**src/verilog/ssf_pkg.sv**
```systemverilog
package ssf_pkg;

    // ------------------------------------------------------------------
    // Register addresses
    // ------------------------------------------------------------------
    localparam logic [31:0] STATUS_ADDR = 32'h8000_0140;
    localparam logic [31:0] HALT_ADDR = 32'h8000_0180;
    localparam logic [31:0] STANDBY_ADDR = 32'h8000_0184;
    localparam logic [31:0] FLAG_CLEAR_ADDR = 32'h8000_0188;
    localparam logic [31:0] IRQ_STATUS_ADDR = 32'h8000_018C;
    localparam logic [31:0] IRQ_MASK_ADDR = 32'h8000_0190;

    // ------------------------------------------------------------------
    // Status word field positions
    // ------------------------------------------------------------------
    localparam int MEDIA_BIT = 0;
    localparam int EXT_POWER_BIT = 1;
    localparam int WAKE_LIVE_BIT = 2;
    localparam int WAKE_FLAG_BIT = 3;
    localparam int DISPLAY_LSB = 4;
    localparam int CTS_BIT = 8;
    localparam int DSR_BIT = 9;
    localparam int DCD_BIT = 10;
    localparam int TX_BUSY_BIT = 11;
    localparam int BATTERY_BIT = 12;
    localparam int RESET_BTN_BIT = 13;
    localparam int POWER_FAIL_BIT = 14;
    localparam int COLD_START_BIT = 15;
    localparam int PRESCALE_LSB = 16;
    localparam int RX_EMPTY_BIT = 22;

    // ------------------------------------------------------------------
    // Interrupt status bit positions
    // ------------------------------------------------------------------
    localparam int IRQ_WAKE = 0;
    localparam int IRQ_BATTERY = 1;
    localparam int IRQ_RESET_BTN = 2;
    localparam int IRQ_POWER_FAIL = 3;
    localparam int IRQ_BITS = 4;

    // ------------------------------------------------------------------
    // Reset values and counts
    // ------------------------------------------------------------------
    localparam logic COLD_START_RESET = 1'b1;
    localparam logic [3:0] IRQ_MASK_RESET = 4'h0;
    localparam int PRESCALE_DIVIDE = 64;
    localparam int PRESCALE_WIDTH = 6;

    // Standby state machine, one-hot.
    typedef enum logic [1:0] {
        SSF_RUN = 2'b01,
        SSF_STANDBY = 2'b10
    } ssf_power_e;

endpackage : ssf_pkg

```
**src/verilog/ssf_status.sv**
```systemverilog
// Function
// - Bit 0 is inverted live media-change pin.
// - Bit 1 is inverted external power pin.
// - Bit 2 shows live wakeup level.
// - Bit 3 sets on wakeup from standby.
// - Bit 3 cleared by reset, halt, standby.
// - Bits 4-7 hold display lines before enable.
// - Bits 8-10 show CTS, DSR, DCD.
// - Bit 11 shows transmitter busy through stop bits.
// - Bit 12 latches battery pin rising edge.
// - Bit 13 latches reset button press.
// - Bit 14 latches power-fail reset.
// - Bit 15 set by power-on reset.
// - Bits 16-21 expose 64 Hz prescaler count.
// - Bit 22 is receive empty, FIFO dependent.
// - Status word is 32-bit read only.
// - Status word sits at its fixed address.
//
// Design decisions made here: the strobed register port and the address map.
`timescale 1ns/10ps
module ssf_status #(
    parameter int PRESCALE_DIVIDE = ssf_pkg::PRESCALE_DIVIDE
) (
    // Clock and power-on reset.
    input wire logic clock_in,
    input wire logic rst_in,
    // Register port.
    input wire logic [31:0] addr_in,
    input wire logic [31:0] wdata_in,
    input wire logic wr_in,
    input wire logic rd_in,
    output logic [31:0] rdata_out,
    // Board status pins.
    input wire logic sys_reset_in,
    input wire logic media_change_pin_n_in,
    input wire logic external_power_pin_n_in,
    input wire logic wakeup_in,
    input wire logic battery_change_pin_n_in,
    input wire logic user_reset_pin_n_in,
    input wire logic power_fail_pin_n_in,
    // Display identity lines.
    input wire logic [3:0] display_data_in,
    input wire logic display_controller_enable_in,
    // Serial port status.
    input wire logic cts_in,
    input wire logic dsr_in,
    input wire logic dcd_in,
    input wire logic serial_tx_busy_in,
    input wire logic serial_fifo_enable_in,
    input wire logic rx_holding_empty_in,
    input wire logic rx_fifo_empty_in,
    // Real-time clock tick.
    input wire logic tick_64hz_in,
    // Outputs.
    output logic second_tick_out,
    output logic standby_out,
    output logic halt_req_out,
    output logic irq_out
);

    // ------------------------------------------------------------------
    // Parameter check
    // ------------------------------------------------------------------
    if (PRESCALE_DIVIDE < 2 || PRESCALE_DIVIDE > 64) begin : g_bad_div
        $error("Prescale divide must lie between 2 and 64.");
    end

    // ------------------------------------------------------------------
    // Address decode
    // ------------------------------------------------------------------
    logic wr_halt;
    logic wr_standby;
    logic wr_clear;
    logic wr_irq_stat;
    logic wr_irq_mask;
    // Writes to the status word itself decode to nothing.
    assign wr_halt = wr_in && addr_in == ssf_pkg::HALT_ADDR;
    assign wr_standby = wr_in && addr_in == ssf_pkg::STANDBY_ADDR;
    assign wr_clear = wr_in && addr_in == ssf_pkg::FLAG_CLEAR_ADDR;
    assign wr_irq_stat = wr_in && addr_in == ssf_pkg::IRQ_STATUS_ADDR;
    assign wr_irq_mask = wr_in && addr_in == ssf_pkg::IRQ_MASK_ADDR;

    // ------------------------------------------------------------------
    // Edge detection on board pins
    // ------------------------------------------------------------------
    logic wakeup_prev_q;
    logic battery_prev_q;
    logic wake_rise;
    logic battery_rise;
    logic reset_press;
    logic power_fail_hit;
    // Previous pin levels, reset to the idle level so no false edge shows.
    always_ff @(posedge clock_in or posedge rst_in) begin
        if (rst_in) begin
            wakeup_prev_q <= 1'b1;
            battery_prev_q <= 1'b1;
        end else begin
            wakeup_prev_q <= wakeup_in;
            battery_prev_q <= battery_change_pin_n_in;
        end
    end
    // Event conditions.
    assign wake_rise = wakeup_in && !wakeup_prev_q;
    assign battery_rise = battery_change_pin_n_in && !battery_prev_q;
    assign reset_press = !user_reset_pin_n_in;
    assign power_fail_hit = !power_fail_pin_n_in;

    // ------------------------------------------------------------------
    // Standby state machine
    // ------------------------------------------------------------------
    ssf_pkg::ssf_power_e power_q;
    logic wake_event;
    assign wake_event = power_q == ssf_pkg::SSF_STANDBY && wake_rise;
    // Standby is entered by a write, left by a wakeup rising edge or a system reset.
    always_ff @(posedge clock_in or posedge rst_in) begin
        if (rst_in) begin
            power_q <= ssf_pkg::SSF_RUN;
        end else begin
            case (power_q)
                ssf_pkg::SSF_RUN: begin
                    if (wr_standby) begin
                        power_q <= ssf_pkg::SSF_STANDBY;
                    end
                end
                ssf_pkg::SSF_STANDBY: begin
                    if (wake_rise || sys_reset_in) begin
                        power_q <= ssf_pkg::SSF_RUN;
                    end
                end
                default: begin
                    power_q <= ssf_pkg::SSF_RUN;
                end
            endcase
        end
    end
    assign standby_out = power_q == ssf_pkg::SSF_STANDBY;
    assign halt_req_out = wr_halt;

    // ------------------------------------------------------------------
    // Latched flags; a set in the clearing cycle wins
    // ------------------------------------------------------------------
    logic wake_flag_q;
    logic battery_flag_q;
    logic reset_btn_flag_q;
    logic power_fail_flag_q;
    logic cold_start_flag_q;
    // Wakeup flag, cleared by system reset or halt and standby writes.
    always_ff @(posedge clock_in or posedge rst_in) begin
        if (rst_in) begin
            wake_flag_q <= 1'b0;
        end else if (wake_event) begin
            wake_flag_q <= 1'b1;
        end else if (sys_reset_in || wr_halt || wr_standby) begin
            wake_flag_q <= 1'b0;
        end
    end
    // Battery, button, power-fail and cold-start flags.
    always_ff @(posedge clock_in or posedge rst_in) begin
        if (rst_in) begin
            battery_flag_q <= 1'b0;
            reset_btn_flag_q <= 1'b0;
            power_fail_flag_q <= 1'b0;
            cold_start_flag_q <= ssf_pkg::COLD_START_RESET;
        end else begin
            battery_flag_q <= battery_rise
                || (battery_flag_q && !wr_clear);
            reset_btn_flag_q <= reset_press
                || (reset_btn_flag_q && !wr_clear);
            power_fail_flag_q <= power_fail_hit
                || (power_fail_flag_q && !wr_clear);
            cold_start_flag_q <= cold_start_flag_q && !wr_clear;
        end
    end

    // ------------------------------------------------------------------
    // Display identity latch
    // ------------------------------------------------------------------
    logic [3:0] display_id_q;
    // Follows the lines while disabled, freezes once enabled.
    always_ff @(posedge clock_in or posedge rst_in) begin
        if (rst_in) begin
            display_id_q <= 4'h0;
        end else if (!display_controller_enable_in) begin
            display_id_q <= display_data_in;
        end
    end

    // ------------------------------------------------------------------
    // Real-time clock prescaler
    // ------------------------------------------------------------------
    localparam logic [5:0] PRESCALE_LAST = 6'(PRESCALE_DIVIDE - 1);
    logic [5:0] prescale_q;
    // Counts 64 Hz ticks since the last one-second increment.
    always_ff @(posedge clock_in or posedge rst_in) begin
        if (rst_in) begin
            prescale_q <= 6'h00;
        end else if (tick_64hz_in) begin
            if (prescale_q == PRESCALE_LAST) begin
                prescale_q <= 6'h00;
            end else begin
                prescale_q <= prescale_q + 6'h01;
            end
        end
    end
    assign second_tick_out = tick_64hz_in && prescale_q == PRESCALE_LAST;

    // ------------------------------------------------------------------
    // Interrupt status and mask
    // ------------------------------------------------------------------
    logic [3:0] irq_stat_q;
    logic [3:0] irq_mask_q;
    logic [3:0] irq_set;
    assign irq_set = {power_fail_hit, reset_press, battery_rise, wake_event};
    // Sticky bits, write one to clear, set wins.
    always_ff @(posedge clock_in or posedge rst_in) begin
        if (rst_in) begin
            irq_stat_q <= 4'h0;
        end else begin
            irq_stat_q <= irq_set
                | (irq_stat_q & ~(wr_irq_stat ? wdata_in[3:0] : 4'h0));
        end
    end
    // Mask register.
    always_ff @(posedge clock_in or posedge rst_in) begin
        if (rst_in) begin
            irq_mask_q <= ssf_pkg::IRQ_MASK_RESET;
        end else if (wr_irq_mask) begin
            irq_mask_q <= wdata_in[3:0];
        end
    end
    assign irq_out = |(irq_stat_q & irq_mask_q);

    // ------------------------------------------------------------------
    // Status word and read port
    // ------------------------------------------------------------------
    logic [31:0] status_word;
    logic [31:0] rdata_d;
    // Live levels are sampled in the read cycle.
    always_comb begin
        status_word = 32'h0000_0000;
        status_word[ssf_pkg::MEDIA_BIT] = !media_change_pin_n_in;
        status_word[ssf_pkg::EXT_POWER_BIT] =
            !external_power_pin_n_in;
        status_word[ssf_pkg::WAKE_LIVE_BIT] = wakeup_in;
        status_word[ssf_pkg::WAKE_FLAG_BIT] = wake_flag_q;
        status_word[ssf_pkg::DISPLAY_LSB +: 4] = display_id_q;
        status_word[ssf_pkg::CTS_BIT] = cts_in;
        status_word[ssf_pkg::DSR_BIT] = dsr_in;
        status_word[ssf_pkg::DCD_BIT] = dcd_in;
        status_word[ssf_pkg::TX_BUSY_BIT] = serial_tx_busy_in;
        status_word[ssf_pkg::BATTERY_BIT] = battery_flag_q;
        status_word[ssf_pkg::RESET_BTN_BIT] = reset_btn_flag_q;
        status_word[ssf_pkg::POWER_FAIL_BIT] = power_fail_flag_q;
        status_word[ssf_pkg::COLD_START_BIT] = cold_start_flag_q;
        status_word[ssf_pkg::PRESCALE_LSB +: 6] = prescale_q;
        status_word[ssf_pkg::RX_EMPTY_BIT] = serial_fifo_enable_in
            ? rx_fifo_empty_in : rx_holding_empty_in;
    end
    // Read mux; unmapped addresses read zero.
    always_comb begin
        rdata_d = 32'h0000_0000;
        if (rd_in) begin
            case (addr_in)
                ssf_pkg::STATUS_ADDR: rdata_d = status_word;
                ssf_pkg::IRQ_STATUS_ADDR: rdata_d = {28'h000_0000, irq_stat_q};
                ssf_pkg::IRQ_MASK_ADDR: rdata_d = {28'h000_0000, irq_mask_q};
                default: rdata_d = 32'h0000_0000;
            endcase
        end
    end
    // Read data stand only in the cycle after the strobe.
    always_ff @(posedge clock_in or posedge rst_in) begin
        if (rst_in) begin
            rdata_out <= 32'h0000_0000;
        end else begin
            rdata_out <= rdata_d;
        end
    end

    logic rd_stat;
    assign rd_stat = rd_in && addr_in == ssf_pkg::STATUS_ADDR;
endmodule : ssf_status

```
**config.mk**
```make
export PLATFORM = sky130hd
export DESIGN_NAME = ssf_status
export DESIGN_NICKNAME = d
export VERILOG_FILES = /design/src/verilog/ssf_pkg.sv /design/src/verilog/ssf_status.sv
export SDC_FILE = /design/constraint.sdc
export NUM_CORES = 1
export LEC_CHECK = 0
export BUFFER_PORTS_ARGS = -buffer_cell sky130_fd_sc_hd__buf_2
export CORE_UTILIZATION = 44
export CTS_CLUSTER_SIZE = 20
export DETAILED_ROUTE_END_ITERATION = 8
export PLACE_DENSITY = 0.84
export SLEW_MARGIN = 20
export SYNTH_ARGS = -nofsm -noshare
export SYNTH_HDL_FRONTEND = slang
export SYNTH_SLANG_ARGS = --single-unit
```
**constraint.sdc**
```tcl
create_clock -name clock_in -period 2.4 [get_ports clock_in]
set_clock_uncertainty 0.15 [all_clocks]
set_input_delay 0.48 -clock clock_in [delete_from_list [all_inputs] [get_ports clock_in]]
set_output_delay 0.48 -clock clock_in [all_outputs]
set_load 0.01 [all_outputs]
```
After elaboration in Yosys (flattened, before gate mapping). Index checks and enable logic that the tools add are counted.

Add/subtract/negate cells: 1. $mul: 0. Div/mod/pow operators: 0. Magnitude comparators: 0. Equality and inequality tests: 11. Shift-type cells: 0. Muxes and demuxes: 10. Bitwise operators: 4. Reductions and logical operators: 29.

Operator list (number): $eq 32x32->1 const B (6); $pmux 23 s3 (1); $mux 23 (1); $logic_and 1x1->1 (13); $and 4x4->4 (2); $logic_not 1->1 (7); $add 6x1->6 const B (1); $eq 6x6->1 const B (1); $logic_or 1x1->1 (6); $mux 6 (1); $mux 2 (2); $mux 4 (1); $not 4->4 (1); $or 4x4->4 (1); $pmux 2 s2 (1); $reduce_or 4->1 (1); $mux 1 (3); $eq 2x1->1 const B (1); $eq 2x2->1 const B (1); $ne 2x1->1 const B (1); $ne 2x2->1 const B (1); $reduce_and 2->1 (1); $reduce_bool 2->1 (1).

Bits in registers: 59. Latch bits: 0. RAM bits: 0. Memory bits (read-only): 0. Output and inout bits: 36. Memories: 0.

Longest topological paths before layout. Gate-level depths: netlist of run 1.

Word-level depth: 6. Depth in mapped cells: 5.

Worst setup path before layout of run 1. OpenSTA, ideal clock, no wires.

Kind: in2out. From: in addr_in[3]. To: out halt_req_out. Arrival time: 1.723 ns. Path slack: 0.047 ns. Stages: 3. Buffers on the path: 0. Cell sequence: or4_4 or3_2 nor3_1.

Cells in the longest elaborated chain, start to end: 2.

RTL lines: start, declared (line ssf_status.sv:28) `input wire logic [31:0] addr_in,`; $eq 32x32->1 (line ssf_status.sv:77) `assign wr_halt = wr_in && addr_in == ssf_pkg::HALT_ADDR;`; $logic_and 1x1->1 (line ssf_status.sv:77); end, declared (line ssf_status.sv:57) `output logic halt_req_out,`.

No other way between the ends.

Final worst setup path of run 1. Same ends and word-level chain as after synthesis.

==> results of run 1 <==
## per-layer routing
| layer | vias up | routed length [um] | GRT usage (%) |
|---|---|---|---|
| li1 | 839 | - | - |
| met1 | 799 | 1830 | 22.4 |
| met2 | 52 | 2380 | 29.8 |
| met3 | 8 | 203 | 4.03 |
| met4 | 0 | 82 | 7.63 |
| met5 | - | 0 | 0 |
## cell families after synthesis
kind of cell	after synthesis	synth area share (%)
AOI/OAI and AO/OA	24	7.07
xor gates and xnor gates	3	1.21
adders and majority gates	1	0.575
buffers and inverters	19	5.17
DFF	50	57.7
muxes	11	5.57
other	1	0.172
and+or+nand+nor	73	22.5
## cells in the final DEF (no fill, tap or decap), types with 2 or more instances in the layout
master / n
nor2_1: 4
nor2b_1: 7
a21oi_1: 5
dfstp_2: 4
nor3b_1: 3
nand3b_1: 2
a41oi_1: 3
xnor2_1: 2
nand2_1: 5
dfrtp_1: 46
a22oi_1: 5
buf_2: 85
nand4_1: 3
inv_1: 8
conb_1: 9
o21ai_0: 5
and2_1: 12
clkbuf_8: 5
buf_4: 13
or3_1: 3
o22ai_1: 4
nor4_1: 4
nor3_1: 4
and3_1: 5
mux2_2: 9
mux2i_1: 2
nand3_1: 2
nor4b_1: 3
and2_2: 6
clkinv_2: 2
## cell type report
cell class | count | area, sq um | area share, %
tap | 67 | 83.8 | 2.92
clock inverter | 2 | 10.0 | 0.349
multi-input combinational | 121 | 847 | 29.5
sequential | 50 | 1260 | 43.8
timing repair buffer | 101 | 564 | 19.7
clock buffer | 6 | 72.6 | 2.53
inverter | 9 | 33.8 | 1.18
## report_power, final
| part | internal (uW) | total (uW) | switching [uW] |
|---|---|---|---|
| Combinational | 100 | 192 | 91.4 |
| Clock | 202 | 455 | 253 |
| Sequential | 894 | 950 | 56.5 |
| Total | 1200 | 1600 | 401 |
## state kept, by name, indices dropped and copies added (netlist names), 2 cells and up
name          cells
irq_mask_q        4
display_id_q      4
irq_stat_q        4
power_q           2
prescale_q        6
rdata_out        23
## worst min path at each step
stage          depth (start not counted)  slack, ps                     from             end
2_1_floorplan                          1        300          display_id_q[0]    rdata_out[4]
3_3_place_gp                           1        300          display_id_q[2]    rdata_out[6]
3_5_place_dp                           1        310          display_id_q[3]    rdata_out[7]
4_1_cts                                1        130  battery_change_pin_n_in  battery_prev_q
5_1_grt                                1        130  battery_change_pin_n_in  battery_prev_q
6_report                               1        140  battery_change_pin_n_in  battery_prev_q
## through the flow
stage	total power [uW]	utilization [%]	setup TNS (ps)	hold WS [ps]	cells
after floorplan	1070	-	0	297	190
after global placement	1140	58.1	-81.7	304	347
after detailed placement	1160	58.1	-106	314	347
after CTS	1610	60.2	0	134	356
after global routing	1680	60.3	-29.6	126	356
final	1600	60.3	0	139	356
## what timing repair did
item | CTS | global route
endpoints found under the hold margin | 16 | 0
resized for setup | 2 | 1
setup endpoints to repair | 1 | 1
setup buffers | 0 | 0
hold buffers | 1 | 0
==> impl_metrics.toml, run 1 <==
[clocking]
cts.sink_count = 50
cts.clk_slew.worst_paths_ps = 80
htree_levels = 2
cts_tree = "done"
cts_max_path_buffers = 2
clk_latency_ps = 290
cts_buffers = 5
root_buffer = "clkbuf_8"

[route]
wl_mm = 4.50
wl_per_cell_um = 12.6
firstDrtPassIters = 4
ant_nets = 0
vias = 1698
drtIter0Drc = 107
drcViolationCount = 0
via_per_inst = 4.77

[timing]
setup_viol = 0
rsz0062_at_grt = "true"
fmax_ghz = 0.419
slew_violations = 0
hold_viol = 0
min_period_ps = 2390
fin_ws_ps = 12.2
fin_crit_sh_pct = 99.5

[min_path]
hold_class = "input port to flip-flop"

[global_routing]
grt_pass1_vias = 1546
track_usage_pct = 17.9
grt_first_pass_wirelength_mm = 7.08
gr-total-overflow = 0
grt_max_degree = 20
antenna_found_initial = 0

[synth]
yosysMostFrequentCell = "dfrtp_1"
synth_area_leader_cell = "dfrtp_1"
synth_area_leaders = "dfrtp_1 53%, dfstp_2 4.8%, mux2_2 4.7%"
ys_ff_latch = 50
synth_common_cells = "46 x dfrtp_1, 12 x and2_1, 9 x buf_4, 9 x inv_1, 9 x mux2_2"
synth-seq-area-share_pct = 57.7
syn-mean-instance-area_sq_um = 12.0
ys_types = 41
synth_area_sq_um = 2180
syn_inst = 182
synth_ff_type = "dfrtp_1"
yosys_warnings = 0
yosys.area.top_type_share_pct = 52.9
synth-edff-count = 0
synth_async_sr_flop_share_pct = 100

[worst_setup_path]
worstPathMaxFanout = 3
rr_worst_depth = 3
r2r_slack_ps = 1030
path_cells = "buf_6 -> or4_4 -> or3_4 -> nor3_2 -> buf_2"
crit_slowest_cell = "or4_4"
crit_cells = 5
crit_type = "input port to output pin"
startpoint = "addr_in[3]"
rr_endpoint = "prescale_q[5]"
cp.required_ps = 1770
crit_path_start_kind = "input port"
path_delay_family = "simple AND/OR/NAND/NOR gates"
crit_buf_inv = 2
critical-path-max-stage-delay_ps = 540
worstPathArrival_ps = 1760
r2r-start = "prescale_q[2]"
crit_path_end = "halt_req_out"
critPathCaptureType = "output pin"

[die]
die_width_um = 72.3
start_util_pct = 45.8
pin_count = 124
std_cell_rows = 25
coreArea_sq_um = 4750
dieArea_sq_um = 5230
dieHeight_um = 72.3

[finish]
drive_gt1_share_pct = 46.4
final_area_sq_um = 2870
syn_to_final_growth_pct = 31.7
fill_cells = 434
fin_nets = 377
antenna_cells = 0

[placed_design]
hpwl_mm = 3.50
port_buffers = 86
gp_congestion = 0.895
pre_cts_slack_ps = -87.8
place_area_sq_um = 2760

[power_and_ir_drop]
p_leak_uw = 0.00149
ir_drop_v = 0.000380
p_per_area_nw_per_um2 = 557

[flow_run]
maxCapViolations = 0

[outcome]
outcome = "finished clean"
Power figures use the tool's default switching activity.
==> run 2: changes to the inputs <==
--- a/config.mk
+++ b/config.mk
@@ -10,6 +10,7 @@
 export CTS_CLUSTER_SIZE = 20
 export DETAILED_ROUTE_END_ITERATION = 8
 export PLACE_DENSITY = 0.84
+export SETUP_SLACK_MARGIN = 0.02
 export SLEW_MARGIN = 20
 export SYNTH_ARGS = -nofsm -noshare
 export SYNTH_HDL_FRONTEND = slang
==> run 2 against run 1 <==
Die area stayed put. Routed wire length grew 1.4%. The run now ends with setup timing left. Via count increased by 1.2%. Maximum frequency shrank 0.66%. Sequential share of layout area is 0.34 points lower. Critical endpoint unchanged. Critical path type unchanged.
==> impl_metrics.toml, run 2 (synthesized netlist as in run 1, its figures left out) <==
[min_path]
hp-start = "battery_change_pin_n_in"
min_to = "battery_prev_q"
hold_class = "input port to flip-flop"
hold_depth = 1

[worst_setup_path]
r2r-start = "prescale_q[2]"
worstPathArrival_ps = 1770
rr_endpoint = "prescale_q[5]"
r2r_slack_ps = 1030
cp.required_ps = 1770
crit_type = "input port to output pin"
critPathCaptureType = "output pin"
crit_path_start_kind = "input port"
rr_worst_depth = 3
worstPathMaxFanout = 2

[finish]
fin_nets = 380
drive_gt1_share_pct = 46.9
largest-register = "rdata_out"
layout.cells.most_common = "buf_2"
layout_common_cells = "85 x buf_2, 46 x dfrtp_1, 16 x buf_4"
antenna_cells = 0
syn_to_final_growth_pct = 32.8
reg.largest.list = "rdata_out x23, prescale_q x6"
largest_reg_flops = 23

[placed_design]
pre_cts_slack_ps = -87.8
hpwl_mm = 3.50
gp_congestion = 0.895
port_buffers = 86

[power_and_ir_drop]
swShare_pct = 25.1
p_leak_uw = 0.00151
p_per_area_nw_per_um2 = 553
ir_drop_v = 0.000380
seq_power_share_pct = 59.4
p_sw_uw = 401
intPower_uw = 1200
p_clk_share_pct = 28.5
power.share.combinational_pct = 12.1

[route]
via_per_inst = 4.79
vias = 1718
firstDrtPassIters = 4
wl_mm = 4.56
wl_per_cell_um = 12.7
drtIter0Drc = 64
drcViolationCount = 0
ant_nets = 0

[global_routing]
grt_max_degree = 20
track_usage_pct = 17.6
gr-total-overflow = 0
grt_pass1_vias = 1537
antenna_found_initial = 0
grt_first_pass_wirelength_mm = 6.98

[timing]
hold_viol = 0
fmax_ghz = 0.416
min_period_ps = 2400
fin_crit_sh_pct = 100
rsz0062_at_grt = "true"
timing.hold.ws_ps = 139
setup_viol = 1
fin_ws_ps = -3.73
slew_violations = 0

[clocking]
cts.clk_slew.worst_paths_ps = 80
cts_tree = "done"
cts_buffers = 5
root_buffer = "clkbuf_8"
cts.sink_count = 50
cts_max_path_buffers = 2
clk_latency_ps = 290
htree_levels = 2

[flow_run]
maxCapViolations = 0

[die]
dieHeight_um = 72.3
coreArea_sq_um = 4750
pin_count = 124
die_width_um = 72.3
std_cell_rows = 25
start_util_pct = 45.8
dieArea_sq_um = 5230

[outcome]
violations = "setup timing"
outcome = "finished, violations left"
-- run 2: changes by cell type in the layout (fill, tap and decap cells not counted), sizes merged --
cell	previous run	this run
buf	100	103
-- run 2: layout make-up --
| class | count | area, sq um |
|---|---|---|
| clock buffers | 6 | 72.6 |
| well taps | 67 | 83.8 |
| flip-flops and latches | 50 | 1260 |
| clock inverters | 2 | 10.0 |
| inverters | 9 | 33.8 |
| multi-input cells | 121 | 847 |
| repair buffers | 104 | 587 |
| fillers | 431 | 1860 |
-- run 2: critical path: stages --
cell	delay, ps
buf_6	90
or4_4	520
or3_4	340
nor3_2	180
buf_2	160
-- run 2: worst max-delay path by stage --
stage              endpoint  cells after the start  startpoint
5_1_grt        halt_req_out                      5  addr_in[3]
2_1_floorplan  halt_req_out                      3  addr_in[3]
3_3_place_gp   halt_req_out                      5  addr_in[3]
4_1_cts        halt_req_out                      5  addr_in[0]
3_5_place_dp   halt_req_out                      5  addr_in[3]
6_report       halt_req_out                      5  addr_in[3]
-- run 2: metal layers --
| metal | up-vias | global-route usage, % | wire [um] |
|---|---|---|---|
| li1 | 845 | - | - |
| met4 | 0 | 7.19 | 106 |
| met5 | - | 0 | 0 |
| met1 | 807 | 22.2 | 1870 |
| met3 | 8 | 3.89 | 186 |
| met2 | 58 | 29.5 | 2400 |
-- run 2: stage by stage --
stage          instance area [sq um]  total power (uW)  setup TNS (ps)  utilization [%]  instances
3_5_place_dp                    2760              1160            -106             58.1        347
6_report                        2890              1600           -3.73             60.8        359
2_1_floorplan                   2210              1070               0                -        190
3_3_place_gp                    2760              1140           -81.7             58.1        347
4_1_cts                         2870              1610               0             60.3        357
5_1_grt                         2890              1680           -43.3             60.8        359
-- run 2: power groups by stage --
stage / Combinational [uW] / Sequential, uW / Clock [uW]
2_1_floorplan: 119 / 948 / 0
3_3_place_gp: 181 / 961 / 0
3_5_place_dp: 191 / 968 / 0
5_1_grt: 219 / 959 / 507
4_1_cts: 193 / 951 / 468
6_report: 194 / 950 / 455
-- run 2: timing repair --
| action | in CTS | in global routing |
|---|---|---|
| setup buffers | 1 | 2 |
| setup endpoints to repair | 1 | 1 |
| hold buffers | 1 | 0 |
| resized for setup | 2 | 1 |
| pin swaps | 1 | 3 |
| hold endpoints to repair | 16 | 0 |
==> run 3: changes to the inputs <==
--- a/config.mk
+++ b/config.mk
@@ -10,6 +10,7 @@
 export CTS_CLUSTER_SIZE = 20
 export DETAILED_ROUTE_END_ITERATION = 8
 export PLACE_DENSITY = 0.84
+export REMOVE_ABC_BUFFERS = 1
 export SETUP_SLACK_MARGIN = 0.02
 export SLEW_MARGIN = 20
 export SYNTH_ARGS = -nofsm -noshare
==> run 3 against run 2 <==
The run now ends clean. Sequential share of layout area fell by 0.11 points. Critical path depth did not move. Largest power group unchanged. Final cell count fell by 1.1%. Power rose by 7.4%. First-iteration DRC count rose by 64%. Die area did not move. Clock-buffer cell count did not move. Setup slack improved by 33 ps. Routed wire length rose by 2.0%. Via count barely moved. Maximum frequency rose by 1.4%. Critical path type unchanged.
==> impl_metrics.toml, run 3 (synthesized netlist as in run 1, its figures left out) <==
[timing]
hold_viol = 0
rsz0062_at_grt = "true"
min_period_ps = 2370
fmax_ghz = 0.422
fin_ws_ps = 29.3
setup_viol = 0
fin_crit_sh_pct = 98.8
slew_violations = 0

[die]
coreArea_sq_um = 4750
std_cell_rows = 25
start_util_pct = 45.8
dieArea_sq_um = 5230
dieHeight_um = 72.3
pin_count = 124
die_width_um = 72.3

[clocking]
cts_max_path_buffers = 2
htree_levels = 2
cts_hold_buf = 0
cts.sink_count = 50
root_buffer = "clkbuf_8"
cts_tree = "done"
cts.clk_slew.worst_paths_ps = 90
cts_buffers = 5
clk_latency_ps = 300

[finish]
drive_gt1_share_pct = 46.5
largest-register = "rdata_out"
fin_nets = 376
antenna_cells = 0
layout.cells.most_common = "buf_2"
largest_reg_flops = 23
reg.largest.list = "rdata_out x23, prescale_q x6"
layout_common_cells = "85 x buf_2, 46 x dfrtp_1, 12 x and2_1, 12 x buf_4"
fill_cells = 403
syn_to_final_growth_pct = 33.1

[global_routing]
grt_pass1_vias = 1552
gr-total-overflow = 0
antenna_found_initial = 0
grt_max_degree = 29
track_usage_pct = 18.0
grt_first_pass_wirelength_mm = 7.11

[power_and_ir_drop]
p_per_area_nw_per_um2 = 593
p_clk_share_pct = 33.5
p_sw_uw = 410
p_leak_uw = 0.00150
swShare_pct = 23.9
ir_drop_v = 0.000307
seq_power_share_pct = 55.1
fin_total_pwr_uw = 1720
intPower_uw = 1310
power.share.combinational_pct = 11.4

[route]
firstDrtPassIters = 4
wl_mm = 4.65
drcViolationCount = 0
via_per_inst = 4.84
drtIter0Drc = 105
ant_nets = 0
vias = 1719
wl_per_cell_um = 13.1

[worst_setup_path]
critPathCaptureType = "output pin"
path_cells = "buf_6 -> or4_4 -> or3_4 -> nor3_2 -> buf_2"
critical-path-max-stage-delay_ps = 530
crit_type = "input port to output pin"
cp.required_ps = 1770
worstPathArrival_ps = 1740
crit_path_start_kind = "input port"
crit_slowest_cell = "or4_4"
crit_buf_inv = 2
worstPathMaxFanout = 2
path_delay_family = "simple AND/OR/NAND/NOR gates"

[placed_design]
gp_congestion = 0.846
port_buffers = 86
pre_cts_slack_ps = -80.1
hpwl_mm = 3.55

[outcome]
outcome = "finished clean"

[flow_run]
maxCapViolations = 0

[min_path]
hold_class = "input port to async pin"
==> run 3: repair_timing <==
action,CTS,global route
gates resized for setup,2,1
pin swaps,0,3
setup buffers,0,2
endpoints found under the setup margin,1,1
==> run 3: final timing paths <==
path,startpoint,end,cells after the start,slack (ps)
setup / recovery,addr_in[0],halt_req_out,5,30
hold / removal,rst_in,rdata_out[6],2,50
setup reg to reg,irq_mask_q[0],rdata_out[0],4,1040
hold reg to reg,display_id_q[3],rdata_out[7],1,330
max in group asynchronous,rst_in,wakeup_prev_q,3,1450
min in group clock_in,battery_change_pin_n_in,battery_prev_q,1,140
==> run 3: metrics by stage <==
step / instance area [sq um] / setup TNS [ps] / util (%) / hold WS (ps) / cells
after CTS: 2880 / 0 / 60.5 / 63.9 / 353
final: 2900 / 0 / 60.9 / 52.7 / 355
after detailed placement: 2760 / -97.2 / 58.0 / 313 / 345
after floorplan: 2130 / 0 / - / 297 / 180
after global placement: 2760 / -76.3 / 58.0 / 303 / 345
after global routing: 2900 / -37.1 / 60.9 / 87.3 / 355
==> run 3: final cells by class <==
cell class / count / area, sq um / share of cell area (%)
clock inverter: 2 / 37.5 / 1.30
timing repair buffer: 100 / 567 / 19.6
sequential: 50 / 1260 / 43.4
clock buffer: 6 / 72.6 / 2.50
multi-input combinational: 121 / 847 / 29.2
inverter: 9 / 33.8 / 1.17
tap: 67 / 83.8 / 2.89
==> run 3: per-layer routing <==
| metal | GRT usage [%] | share of wire [%] |
|---|---|---|
| met1 | 22.8 | 42 |
| met2 | 28.9 | 51 |
| met3 | 5.42 | 5.6 |
| met4 | 6.97 | 1.8 |
| met5 | 0 | 0 |
==> run 3: power by group through the flow <==
stage	Clock [uW]	Combinational, uW	Sequential, uW
after floorplan	0	109	948
after global placement	0	182	961
after detailed placement	0	194	963
after CTS	585	196	946
after global routing	622	222	960
final	575	197	946
